===== src/inc/fp_pkg.sv =====
/*
  Shared constants of the front-panel clear and secure control block.
  Assumes a 50 MHz controller clock; long counts are overridable at the top.
*/
package fp_pkg;
  localparam int unsigned CLK_HZ = 50_000_000;
  localparam int unsigned DEBOUNCE_MS = 50;
  localparam int unsigned DEBOUNCE_CYCLES = DEBOUNCE_MS * (CLK_HZ / 1000);
  localparam int unsigned HOLD_S = 4;
  localparam int unsigned HOLD_CYCLES = HOLD_S * CLK_HZ;
  localparam int unsigned BEEP_MS = 100;
  localparam int unsigned BEEP_CYCLES = BEEP_MS * (CLK_HZ / 1000);
  // button index
  localparam int BTN_POWER = 0;
  localparam int BTN_SLEEP = 1;
  localparam int BTN_RESET = 2;
  localparam int BTN_DIAG = 3;
  localparam int BTN_IDENT = 4;
  localparam int BTN_COUNT = 5;
  // sleep state encoding
  localparam logic [1:0] SLEEP_S0 = 2'h0;
  localparam logic [1:0] SLEEP_S1 = 2'h1;
  localparam logic [1:0] SLEEP_S45 = 2'h3;
  // fault types and sources
  localparam int FAULT_FAN = 0;
  localparam int FAULT_TEMP = 1;
  localparam int FAULT_PWR = 2;
  localparam int FAULT_DRIVE = 3;
  localparam int FAULT_TYPES = 4;
  localparam int FAULT_SOURCES = 16;
  localparam logic [7:0] VIOLATION_OFFSET = 8'h00;
  localparam logic CLR_SEQ_EN_RST = 1'b1;
  typedef enum logic [1:0] {
    SEQ_IDLE = 2'h0,
    SEQ_HOLD = 2'h1,
    SEQ_ARMED = 2'h3,
    SEQ_RELEASE = 2'h2
  } seq_state_e;
endpackage : fp_pkg


===== src/verilog/button_debounce.sv =====
/*
  Synchroniser and debouncer for one active-low button pin.
  Assumes the pin is asynchronous to clk.
*/
`timescale 1ns/1ps
module button_debounce #(
  parameter int unsigned STABLE_CYC = 1
) (
  // clock and reset
  input wire logic clk,
  input wire logic rst_n,
  // pin and debounced level
  input wire logic pinN,
  output logic pressed
);
  logic syncA_q;
  logic syncB_q;
  logic [31:0] cnt_q;
  logic pressed_q;

  always_ff @(posedge clk) begin
    if (!rst_n) begin
      syncA_q <= 1'b1;
      syncB_q <= 1'b1;
    end else begin
      syncA_q <= pinN;
      syncB_q <= syncA_q;
    end
  end

  // any high sample restarts the low-time count
  always_ff @(posedge clk) begin
    if (!rst_n || syncB_q) begin
      cnt_q <= '0;
      pressed_q <= 1'b0;
    end else if (cnt_q == 32'(STABLE_CYC - 1)) begin
      pressed_q <= 1'b1;
    end else begin
      cnt_q <= cnt_q + 32'd1;
    end
  end

  assign pressed = pressed_q;
endmodule : button_debounce


===== src/verilog/fault_tracker.sv =====
/*
  Per-source fault store merged with the platform's own faults.
  Assumes report fields are on the clk domain.
*/
`timescale 1ns/1ps
module fault_tracker (
  // clock and reset
  input wire logic clk,
  input wire logic rst_n,
  input wire logic clearAll,
  // fault report
  input wire logic rptValid,
  input wire logic [3:0] rptSource,
  input wire logic [1:0] rptType,
  input wire logic rptState,
  input wire logic [3:0] platformFault,
  // merged result
  output logic [3:0] faultLeds,
  output logic fanBoost
);
  logic [3:0] faultMem_q [fp_pkg::FAULT_SOURCES];
  logic [3:0] merged;
  logic [3:0] leds_q;
  logic boost_q;

  always_ff @(posedge clk) begin
    if (!rst_n || clearAll) begin
      for (int s = 0; s < fp_pkg::FAULT_SOURCES; s++) begin
        faultMem_q[s] <= '0;
      end
    end else if (rptValid) begin
      faultMem_q[rptSource][rptType] <= rptState;
    end
  end

  always_comb begin
    merged = platformFault;
    for (int s = 0; s < fp_pkg::FAULT_SOURCES; s++) begin
      merged = merged | faultMem_q[s];
    end
  end

  always_ff @(posedge clk) begin
    if (!rst_n) begin
      leds_q <= '0;
      boost_q <= 1'b0;
    end else begin
      leds_q <= merged;
      boost_q <= merged[fp_pkg::FAULT_FAN] | merged[fp_pkg::FAULT_TEMP];
    end
  end

  assign faultLeds = leds_q;
  assign fanBoost = boost_q;
endmodule : fault_tracker


===== src/verilog/front_panel_clear_and_secure_ctrl.sv =====
/*
  Front-panel clear-memory sequence, secure-mode button gating and fault merge.
  Assumes buttons and platform pins are asynchronous; commands are clk pulses.
*/
`timescale 1ns/1ps
module front_panel_clear_and_secure_ctrl #(
  parameter int unsigned DEBOUNCE_CYC = fp_pkg::DEBOUNCE_CYCLES,
  parameter int unsigned HOLD_CYC = fp_pkg::HOLD_CYCLES,
  parameter int unsigned BEEP_CYC = fp_pkg::BEEP_CYCLES
) (
  // clock and controller reset
  input wire logic clk,
  input wire logic rst_n,
  // raw buttons, active low
  input wire logic powerBtnN,
  input wire logic sleepBtnN,
  input wire logic resetBtnN,
  input wire logic diagBtnN,
  input wire logic identBtnN,
  // platform pins
  input wire logic standbyPwr,
  input wire logic sysPwrOn,
  input wire logic sysResetIn,
  input wire logic [1:0] sleepState,
  input wire logic kbcLockRequest,
  // clear-options command
  input wire logic clrOptValid,
  input wire logic clrOptEnable,
  input wire logic clrOptForceOn,
  input wire logic clrOptForceOff,
  // secure-options command
  input wire logic secOptValid,
  input wire logic secOptEnable,
  input wire logic secOptForceOn,
  input wire logic [4:0] secOptLockMask,
  // fault-report command
  input wire logic faultValid,
  input wire logic [3:0] faultSource,
  input wire logic [1:0] faultType,
  input wire logic faultState,
  input wire logic [3:0] platformFault,
  // clear sequence results
  output logic clearMemOut,
  output logic beepOut,
  output logic powerUpReq,
  output logic clearSeqEnabled,
  // secure mode results
  output logic secureActive,
  output logic [4:0] btnPressOut,
  output logic powerOverrideOut,
  output logic violationEvt,
  output logic [7:0] violationOffset,
  // fault indication
  output logic [3:0] faultLeds,
  output logic fanBoost
);
  logic [5:0] syncA_q;
  logic [5:0] syncB_q;
  logic standbyS;
  logic sysPwrS;
  logic sysRstS;
  logic [1:0] sleepS;
  logic kbcS;
  logic stbyPrev_q;
  logic pwrPrev_q;
  logic acRise;
  logic pwrRise;
  logic pwrFall;
  logic [4:0] btnRawN;
  logic [4:0] btnLvl;
  logic [4:0] btnPrev_q;
  logic [4:0] btnPress;
  logic [4:0] btnRelease;
  logic secEnable_q;
  logic secForce_q;
  logic [4:0] lockMask_q;
  logic secClear;
  logic secAct;
  logic [4:0] protectMask;
  logic ovrProtect;
  logic [4:0] blocked;
  logic [4:0] blockedPress;
  logic [31:0] ovrCnt_q;
  logic ovrFire;
  logic ovrBlocked;
  logic [4:0] pressOut_q;
  logic ovrOut_q;
  logic viol_q;
  logic [7:0] violOff_q;
  logic clrEnable_q;
  logic seqAllowed;
  fp_pkg::seq_state_e seqState_q;
  fp_pkg::seq_state_e seqState_d;
  logic seqDone;
  logic [31:0] seqCnt_q;
  logic clearMem_q;
  logic clrSet;
  logic clrEnd;
  logic powerUp_q;
  logic beep_q;
  logic [31:0] beepCnt_q;

  always_ff @(posedge clk) begin
    if (!rst_n) begin
      syncA_q <= '0;
      syncB_q <= '0;
    end else begin
      syncA_q <= {kbcLockRequest, sleepState, sysResetIn, sysPwrOn, standbyPwr};
      syncB_q <= syncA_q;
    end
  end

  assign standbyS = syncB_q[0];
  assign sysPwrS = syncB_q[1];
  assign sysRstS = syncB_q[2];
  assign sleepS = syncB_q[4:3];
  assign kbcS = syncB_q[5];

  assign btnRawN = {identBtnN, diagBtnN, resetBtnN, sleepBtnN, powerBtnN};

  for (genvar i = 0; i < fp_pkg::BTN_COUNT; i++) begin : g_deb
    button_debounce #(
      .STABLE_CYC(DEBOUNCE_CYC)
    ) u_deb (
      .clk(clk),
      .rst_n(rst_n),
      .pinN(btnRawN[i]),
      .pressed(btnLvl[i])
    );
  end

  always_ff @(posedge clk) begin
    if (!rst_n) begin
      stbyPrev_q <= 1'b0;
      pwrPrev_q <= 1'b0;
      btnPrev_q <= '0;
    end else begin
      stbyPrev_q <= standbyS;
      pwrPrev_q <= sysPwrS;
      btnPrev_q <= btnLvl;
    end
  end

  assign acRise = standbyS & ~stbyPrev_q;
  assign pwrRise = sysPwrS & ~pwrPrev_q;
  assign pwrFall = ~sysPwrS & pwrPrev_q;
  assign btnPress = btnLvl & ~btnPrev_q;
  assign btnRelease = ~btnLvl & btnPrev_q;

  // secure configuration; a clear cause outranks a command in the same cycle
  assign secClear = sysRstS | acRise | pwrRise;

  always_ff @(posedge clk) begin
    if (!rst_n || secClear) begin
      secEnable_q <= 1'b0;
      secForce_q <= 1'b0;
      lockMask_q <= '0;
    end else if (secOptValid) begin
      secEnable_q <= secOptEnable;
      secForce_q <= secOptForceOn;
      lockMask_q <= secOptLockMask;
    end
  end

  assign secAct = secEnable_q & (secForce_q | kbcS);

  // diagnostic and identify bits are never set here
  always_comb begin
    protectMask = '0;
    ovrProtect = 1'b0;
    case (sleepS)
      fp_pkg::SLEEP_S0: begin
        protectMask[fp_pkg::BTN_POWER] = 1'b1;
        protectMask[fp_pkg::BTN_SLEEP] = 1'b1;
        protectMask[fp_pkg::BTN_RESET] = 1'b1;
        ovrProtect = 1'b1;
      end
      fp_pkg::SLEEP_S1: begin
        protectMask[fp_pkg::BTN_RESET] = 1'b1;
        ovrProtect = 1'b1;
      end
      default: begin
        protectMask = '0;
      end
    endcase
  end

  assign blocked = lockMask_q | ({5{secAct}} & protectMask);
  assign blockedPress = btnPress & blocked;
  assign ovrFire = btnLvl[fp_pkg::BTN_POWER] && ovrCnt_q == 32'(HOLD_CYC - 1);
  assign ovrBlocked = lockMask_q[fp_pkg::BTN_POWER] | (secAct & ovrProtect);

  // long power hold fires once per hold
  always_ff @(posedge clk) begin
    if (!rst_n || !btnLvl[fp_pkg::BTN_POWER]) begin
      ovrCnt_q <= '0;
    end else if (ovrCnt_q < 32'(HOLD_CYC)) begin
      ovrCnt_q <= ovrCnt_q + 32'd1;
    end
  end

  always_ff @(posedge clk) begin
    if (!rst_n) begin
      pressOut_q <= '0;
      ovrOut_q <= 1'b0;
      viol_q <= 1'b0;
      violOff_q <= fp_pkg::VIOLATION_OFFSET;
    end else begin
      pressOut_q <= btnPress & ~blocked;
      ovrOut_q <= ovrFire & ~ovrBlocked;
      viol_q <= (|blockedPress) | (ovrFire & ovrBlocked);
      violOff_q <= fp_pkg::VIOLATION_OFFSET;
    end
  end

  // clear sequence
  always_ff @(posedge clk) begin
    if (!rst_n) begin
      clrEnable_q <= fp_pkg::CLR_SEQ_EN_RST;
    end else if (clrOptValid) begin
      clrEnable_q <= clrOptEnable;
    end
  end

  assign seqAllowed = standbyS & ~sysPwrS & clrEnable_q;

  always_comb begin
    seqState_d = seqState_q;
    seqDone = 1'b0;
    if (!seqAllowed) begin
      seqState_d = fp_pkg::SEQ_IDLE;
    end else begin
      case (seqState_q)
        fp_pkg::SEQ_IDLE: begin
          if (btnLvl[fp_pkg::BTN_RESET]) begin
            seqState_d = fp_pkg::SEQ_HOLD;
          end
        end
        fp_pkg::SEQ_HOLD: begin
          if (!btnLvl[fp_pkg::BTN_RESET]) begin
            seqState_d = fp_pkg::SEQ_IDLE;
          end else if (seqCnt_q == 32'(HOLD_CYC - 1)) begin
            seqState_d = fp_pkg::SEQ_ARMED;
          end
        end
        fp_pkg::SEQ_ARMED: begin
          if (!btnLvl[fp_pkg::BTN_RESET]) begin
            seqState_d = fp_pkg::SEQ_IDLE;
          end else if (btnPress[fp_pkg::BTN_POWER]) begin
            // a power press that began before the hold qualified does not count
            seqState_d = fp_pkg::SEQ_RELEASE;
          end
        end
        fp_pkg::SEQ_RELEASE: begin
          if (!btnLvl[fp_pkg::BTN_RESET] && !btnLvl[fp_pkg::BTN_POWER]) begin
            seqState_d = fp_pkg::SEQ_IDLE;
            seqDone = 1'b1;
          end
        end
        default: begin
          seqState_d = fp_pkg::SEQ_IDLE;
        end
      endcase
    end
  end

  always_ff @(posedge clk) begin
    if (!rst_n) begin
      seqState_q <= fp_pkg::SEQ_IDLE;
    end else begin
      seqState_q <= seqState_d;
    end
  end

  // the count only runs while the hold is unbroken
  always_ff @(posedge clk) begin
    if (!rst_n) begin
      seqCnt_q <= '0;
    end else if (seqState_q == fp_pkg::SEQ_HOLD && seqState_d == fp_pkg::SEQ_HOLD) begin
      seqCnt_q <= seqCnt_q + 32'd1;
    end else begin
      seqCnt_q <= '0;
    end
  end

  // unbroken reset level, counted apart from the sequence for the hold check
  logic [31:0] rstHeld_q;
  always_ff @(posedge clk) begin
    if (!rst_n || !btnLvl[fp_pkg::BTN_RESET]) begin
      rstHeld_q <= '0;
    end else if (rstHeld_q < 32'(HOLD_CYC)) begin
      rstHeld_q <= rstHeld_q + 32'd1;
    end
  end

  // clear state: a set in the same cycle as an end wins
  assign clrSet = seqDone | (clrOptValid & clrOptForceOn);
  assign clrEnd = (clrOptValid & clrOptForceOff) | btnPress[fp_pkg::BTN_RESET]
                | btnRelease[fp_pkg::BTN_POWER] | pwrFall;

  always_ff @(posedge clk) begin
    if (!rst_n) begin
      clearMem_q <= 1'b0;
    end else if (clrSet) begin
      clearMem_q <= 1'b1;
    end else if (clrEnd) begin
      clearMem_q <= 1'b0;
    end
  end

  always_ff @(posedge clk) begin
    if (!rst_n) begin
      powerUp_q <= 1'b0;
    end else begin
      powerUp_q <= seqDone;
    end
  end

  always_ff @(posedge clk) begin
    if (!rst_n) begin
      beep_q <= 1'b0;
      beepCnt_q <= '0;
    end else if (seqDone) begin
      beep_q <= 1'b1;
      beepCnt_q <= '0;
    end else if (beep_q) begin
      if (beepCnt_q == 32'(BEEP_CYC - 1)) begin
        beep_q <= 1'b0;
      end else begin
        beepCnt_q <= beepCnt_q + 32'd1;
      end
    end
  end

  fault_tracker u_fault (
    .clk(clk),
    .rst_n(rst_n),
    .clearAll(sysRstS | pwrRise),
    .rptValid(faultValid),
    .rptSource(faultSource),
    .rptType(faultType),
    .rptState(faultState),
    .platformFault(platformFault),
    .faultLeds(faultLeds),
    .fanBoost(fanBoost)
  );

  assign clearMemOut = clearMem_q;
  assign beepOut = beep_q;
  assign powerUpReq = powerUp_q;
  assign clearSeqEnabled = clrEnable_q;
  assign secureActive = secAct;
  assign btnPressOut = pressOut_q;
  assign powerOverrideOut = ovrOut_q;
  assign violationEvt = viol_q;
  assign violationOffset = violOff_q;
endmodule : front_panel_clear_and_secure_ctrl

===== config.mk =====
export PLATFORM = sky130hd
export DESIGN_NAME = front_panel_clear_and_secure_ctrl
export DESIGN_NICKNAME = d
export VERILOG_FILES = /design/src/inc/fp_pkg.sv /design/src/verilog/button_debounce.sv /design/src/verilog/fault_tracker.sv /design/src/verilog/front_panel_clear_and_secure_ctrl.sv
export SDC_FILE = /design/constraint.sdc
export NUM_CORES = 1
export LEC_CHECK = 0
export BUFFER_PORTS_ARGS = -buffer_cell sky130_fd_sc_hd__buf_2
export CORE_MARGIN = 2
export CORE_UTILIZATION = 54
export DETAILED_ROUTE_END_ITERATION = 10
export PLACE_DENSITY_LB_ADDON = 0.1
export SYNTH_ARGS = -nofsm -noshare
export SYNTH_HDL_FRONTEND = slang
export SYNTH_SLANG_ARGS = --single-unit

===== constraint.sdc =====
create_clock -name clk -period 1.9 [get_ports clk]
set_input_delay 0.19 -clock clk [delete_from_list [all_inputs] [get_ports clk]]
set_output_delay 0.19 -clock clk [all_outputs]
set_load 0.05 [all_outputs]

==> flow_metrics.env <==
export IMPL_outcome="complete, but fails checks"
export IMPL_violations="setup timing"
export IMPL_cts_sinks=379
export IMPL_grt_pass1_vias=12610
export IMPL_hold_viol_final=0
export IMPL_slew_headroom_pct=65.75
export IMPL_num_vias=13270
export IMPL_fin_ws_ns=-0.1404
export IMPL_drt_wl_total_mm=36.33
export IMPL_clk_insertion_delay_late_ns=0.54
export IMPL_place_congestion=0.8062
export IMPL_ys_seq_elements=379
export IMPL_grtUsageMet2_pct=38.39
export IMPL_clockBufferDepth=3
export IMPL_fin_tns_setup_ns=-0.7104
export IMPL_place_ws_ns=-0.1296
export IMPL_cp_start_kind="flip-flop"
export IMPL_drtPass1Iterations=5
export IMPL_grt_max_degree=50
export IMPL_antenna_found_initial=0
export IMPL_track_usage_pct=22.36
export IMPL_endpoint_kind="flip-flop"
export IMPL_synth_edf_count=64
export IMPL_yosys_area_share_xor_xnor_pct=10.93
export IMPL_cts_htree_levels=2
export IMPL_tightest_slew_ns=0.5007
export IMPL_syn_area_mm2=0.01635
export IMPL_regArea_mm2=0.008244
export IMPL_first_iter_violations=832
export IMPL_busiest_layer="met2"
export IMPL_max_freq_mhz=490.1
export IMPL_path_clk_slew_ns=0.06
export IMPL_pin_count=62
export IMPL_max_stage_delay_ns=0.50
export IMPL_grt_use_met3_pct=3.197
export IMPL_grt_pass1_wl_mm=59.05
export IMPL_crit_type="flip-flop to flip-flop"
export IMPL_ant_nets=0
export IMPL_synth_area_top_cells="dfxtp_1 (39%), edfxtp_1 (12%), nor2_1 (8.2%), xor2_1 (7.6%), nand3_1 (3.4%)"
export IMPL_period_needed_ns=2.040
export IMPL_vias_per_cell=5.462
export IMPL_synthCells=1817
export IMPL_slowest_stage="or4b_1"
export IMPL_slew_violations=0
export IMPL_syn_avg_cell_area_um2=8.997
export IMPL_die_area_mm2=0.03168
export IMPL_die_w_um=178.0
export IMPL_required_ns=2.31
export IMPL_fin_hold_ws_ns=0.01311
export IMPL_numCtsBuffers=41
export IMPL_antenna_cells=0
export IMPL_power_leakage_nw=7.104
export IMPL_drive_gt1_share_pct=17.16
export IMPL_nets=2053
export IMPL_post_synth_top_area_cell="dfxtp_1"
export IMPL_ys_warn_count=0
export IMPL_gr_usage_met1_pct=29.22
export IMPL_worstPathMaxFanout=6
export IMPL_cap_violations=0
export IMPL_synth_top_family_by_area="simple AND/OR/NAND/NOR gates"
export IMPL_synth_top_area_share_pct=38.58
export IMPL_rows=63
export IMPL_cts_root_buf="clkbuf_16"
export IMPL_die_h_um=178.0
export IMPL_worst_ep_arrival_time_ns=2.45
export IMPL_finClkSkew_ns=0.01477
export IMPL_crit_chain="or4b_1 -> or4_4 -> nor4_4 -> nand4b_1 -> xor2_1 -> nor2_1"
export IMPL_synth_cell_types=58
export IMPL_vdd_drop_max_uv=751.3
export IMPL_io_buffers=53
export IMPL_powerDensity_mw_per_mm2=867.6
export IMPL_start_util_pct=55.01
export IMPL_setup_viol=8
export IMPL_synth_adder_area_share_pct=0.6123
export IMPL_routedWlPerCell_um=14.95
export IMPL_grt_setup_unrepaired="yes"
export IMPL_cts_tree="yes"
export IMPL_synth_compound_area_share_pct=5.113
export IMPL_fillers=2444
export IMPL_hold_class="input port to flip-flop"
export IMPL_synthArstFlopShare_pct=0
export IMPL_grt_remaining_overflow=0
export IMPL_core_mm2=0.02972
export IMPL_drc=0
export IMPL_synthToLayoutAreaGrowth_pct=22.21
export IMPL_synthMuxAreaShare_pct=1.041
export IMPL_finalCritPeriodShare_pct=107.4
export IMPL_multi_input_area_mm2=0.008089
export IMPL_ys_seq_area_share_pct=50.33
export IMPL_yosys_area_share_simple_pct=29.45
export IMPL_synth_ff_type="dfxtp_1"
export IMPL_dpl_hpwl_mm=23.68
## synth_stat cells (all sizes together) (41+ instances only)
master and count:
nand3 112, clkbuf 59, a21oi 42, dfxtp 315
o21ai 101, edfxtp 64, nor4 41, nand2 114
nor3 43, xnor2 63, and3 49, nor2 355
nand4 72, xor2 141
## through the flow
stage,util (%),cells,total power [mW],area (um^2)
after detailed placement,59.77,2314,8.945,17760
after CTS,65.76,2415,17.50,19540
after global routing,67.23,2430,17.86,19980
after floorplan,-,1824,8.786,16390
final,67.23,2430,17.33,19980
after global placement,59.77,2314,8.931,17760
## flip-flops by register name, indices dropped and copies added (netlist names), 4 cells and up
| signal | count |
|---|---|
| ovrCnt_q | 32 |
| u_fault.faultMem_q | 64 |
| btnPrev_q | 5 |
| g_deb.u_deb.syncB_q | 5 |
| seqCnt_q | 32 |
| u_fault.faultLeds | 4 |
| lockMask_q | 5 |
| g_deb.u_deb.syncA_q | 5 |
| syncB_q | 6 |
| btnPressOut | 5 |
| syncA_q | 6 |
| beepCnt_q | 32 |
| g_deb.u_deb.cnt_q | 160 |
| g_deb.u_deb.pressed | 5 |
## critical path, delay by kind of cell (launching register included)
kind,cells,cell delay (ns)
xor gates and xnor gates,1,0.17
DFF,1,0.32
and+or+nand+nor,5,1.44
## layout by cell type (no fill, tap or decap), types with 5 or more instances in the layout
cell / n
a21oi_1: 39
or2_2: 7
buf_6: 6
dfxtp_1: 304
edfxtp_1: 64
nor3_1: 31
nor2b_1: 9
clkbuf_8: 6
inv_1: 26
and3_1: 47
nand2_1: 109
nor4_1: 30
buf_4: 129
xor2_1: 141
o21ai_1: 15
bufinv_16: 6
buf_2: 54
clkbuf_1: 7
and2_1: 21
nor3_2: 7
o21ai_0: 85
nand2b_1: 22
nor3b_1: 5
nor2_2: 8
nor4_2: 5
dfxtp_2: 10
nor4b_1: 13
nor3_4: 5
clkbuf_16: 45
mux2i_1: 17
dlygate4sd3_1: 21
nand4_1: 72
conb_1: 8
or3_1: 34
nor4_4: 6
and4_1: 19
nand3_1: 110
nor2_1: 347
xnor2_1: 62
## power breakdown
group	internal (mW)	total, mW	switching (mW)
clock	5.30	8.52	3.22
sequential	8.29	8.33	0.0467
combinational	0.160	0.478	0.318
## metal layers
| metal | routed length, um | part of all wire, % |
|---|---|---|
| met2 | 17420 | 48 |
| met4 | 954 | 2.6 |
| met5 | 0 | 0 |
| met3 | 1388 | 3.8 |
| met1 | 16560 | 46 |
## cells by family (layout without fill, tap and decap cells)
family,count (synthesis),count (layout)
adder cells (fa/ha/maj),8,8
buffers and inverters,99,315
AND/OR/NAND/NOR,952,952
AO/OA/AOI/OAI,157,157
other,1,8
multiplexers,17,17
flip-flops,379,379
XOR/XNOR,204,204
## final timing paths
check | startpoint | endpoint | slack [ns] | cells past startpoint
setup / recovery | g_deb[1].u_deb.cnt_q[12] | g_deb[1].u_deb.cnt_q[4] | -0.14 | 6
hold / removal | clrOptValid | clearMemOut | 0.01 | 3
setup reg to reg | g_deb[1].u_deb.cnt_q[12] | g_deb[1].u_deb.cnt_q[4] | -0.14 | 6
hold reg to reg | g_deb[1].u_deb.syncA_q | g_deb[1].u_deb.syncB_q | 0.40 | 1
## what timing repair did
action,in CTS,in global routing
hold buffers,21,0
setup buffers,5,14
endpoints found under the hold margin,20,0
setup endpoints to repair,58,159
cloned,0,3
resized for setup,14,88
pin swaps,8,39
## cell type report
type | instances | area share [%]
clock inverters | 16 | 1.234
repair buffers | 214 | 7.973
flip-flops and latches | 379 | 41.27
well taps | 390 | 2.443
inverters | 26 | 0.4885
clock buffers | 59 | 6.106
multi-input cells | 1346 | 40.49
No activity file was read; power rests on OpenSTA's default activity.
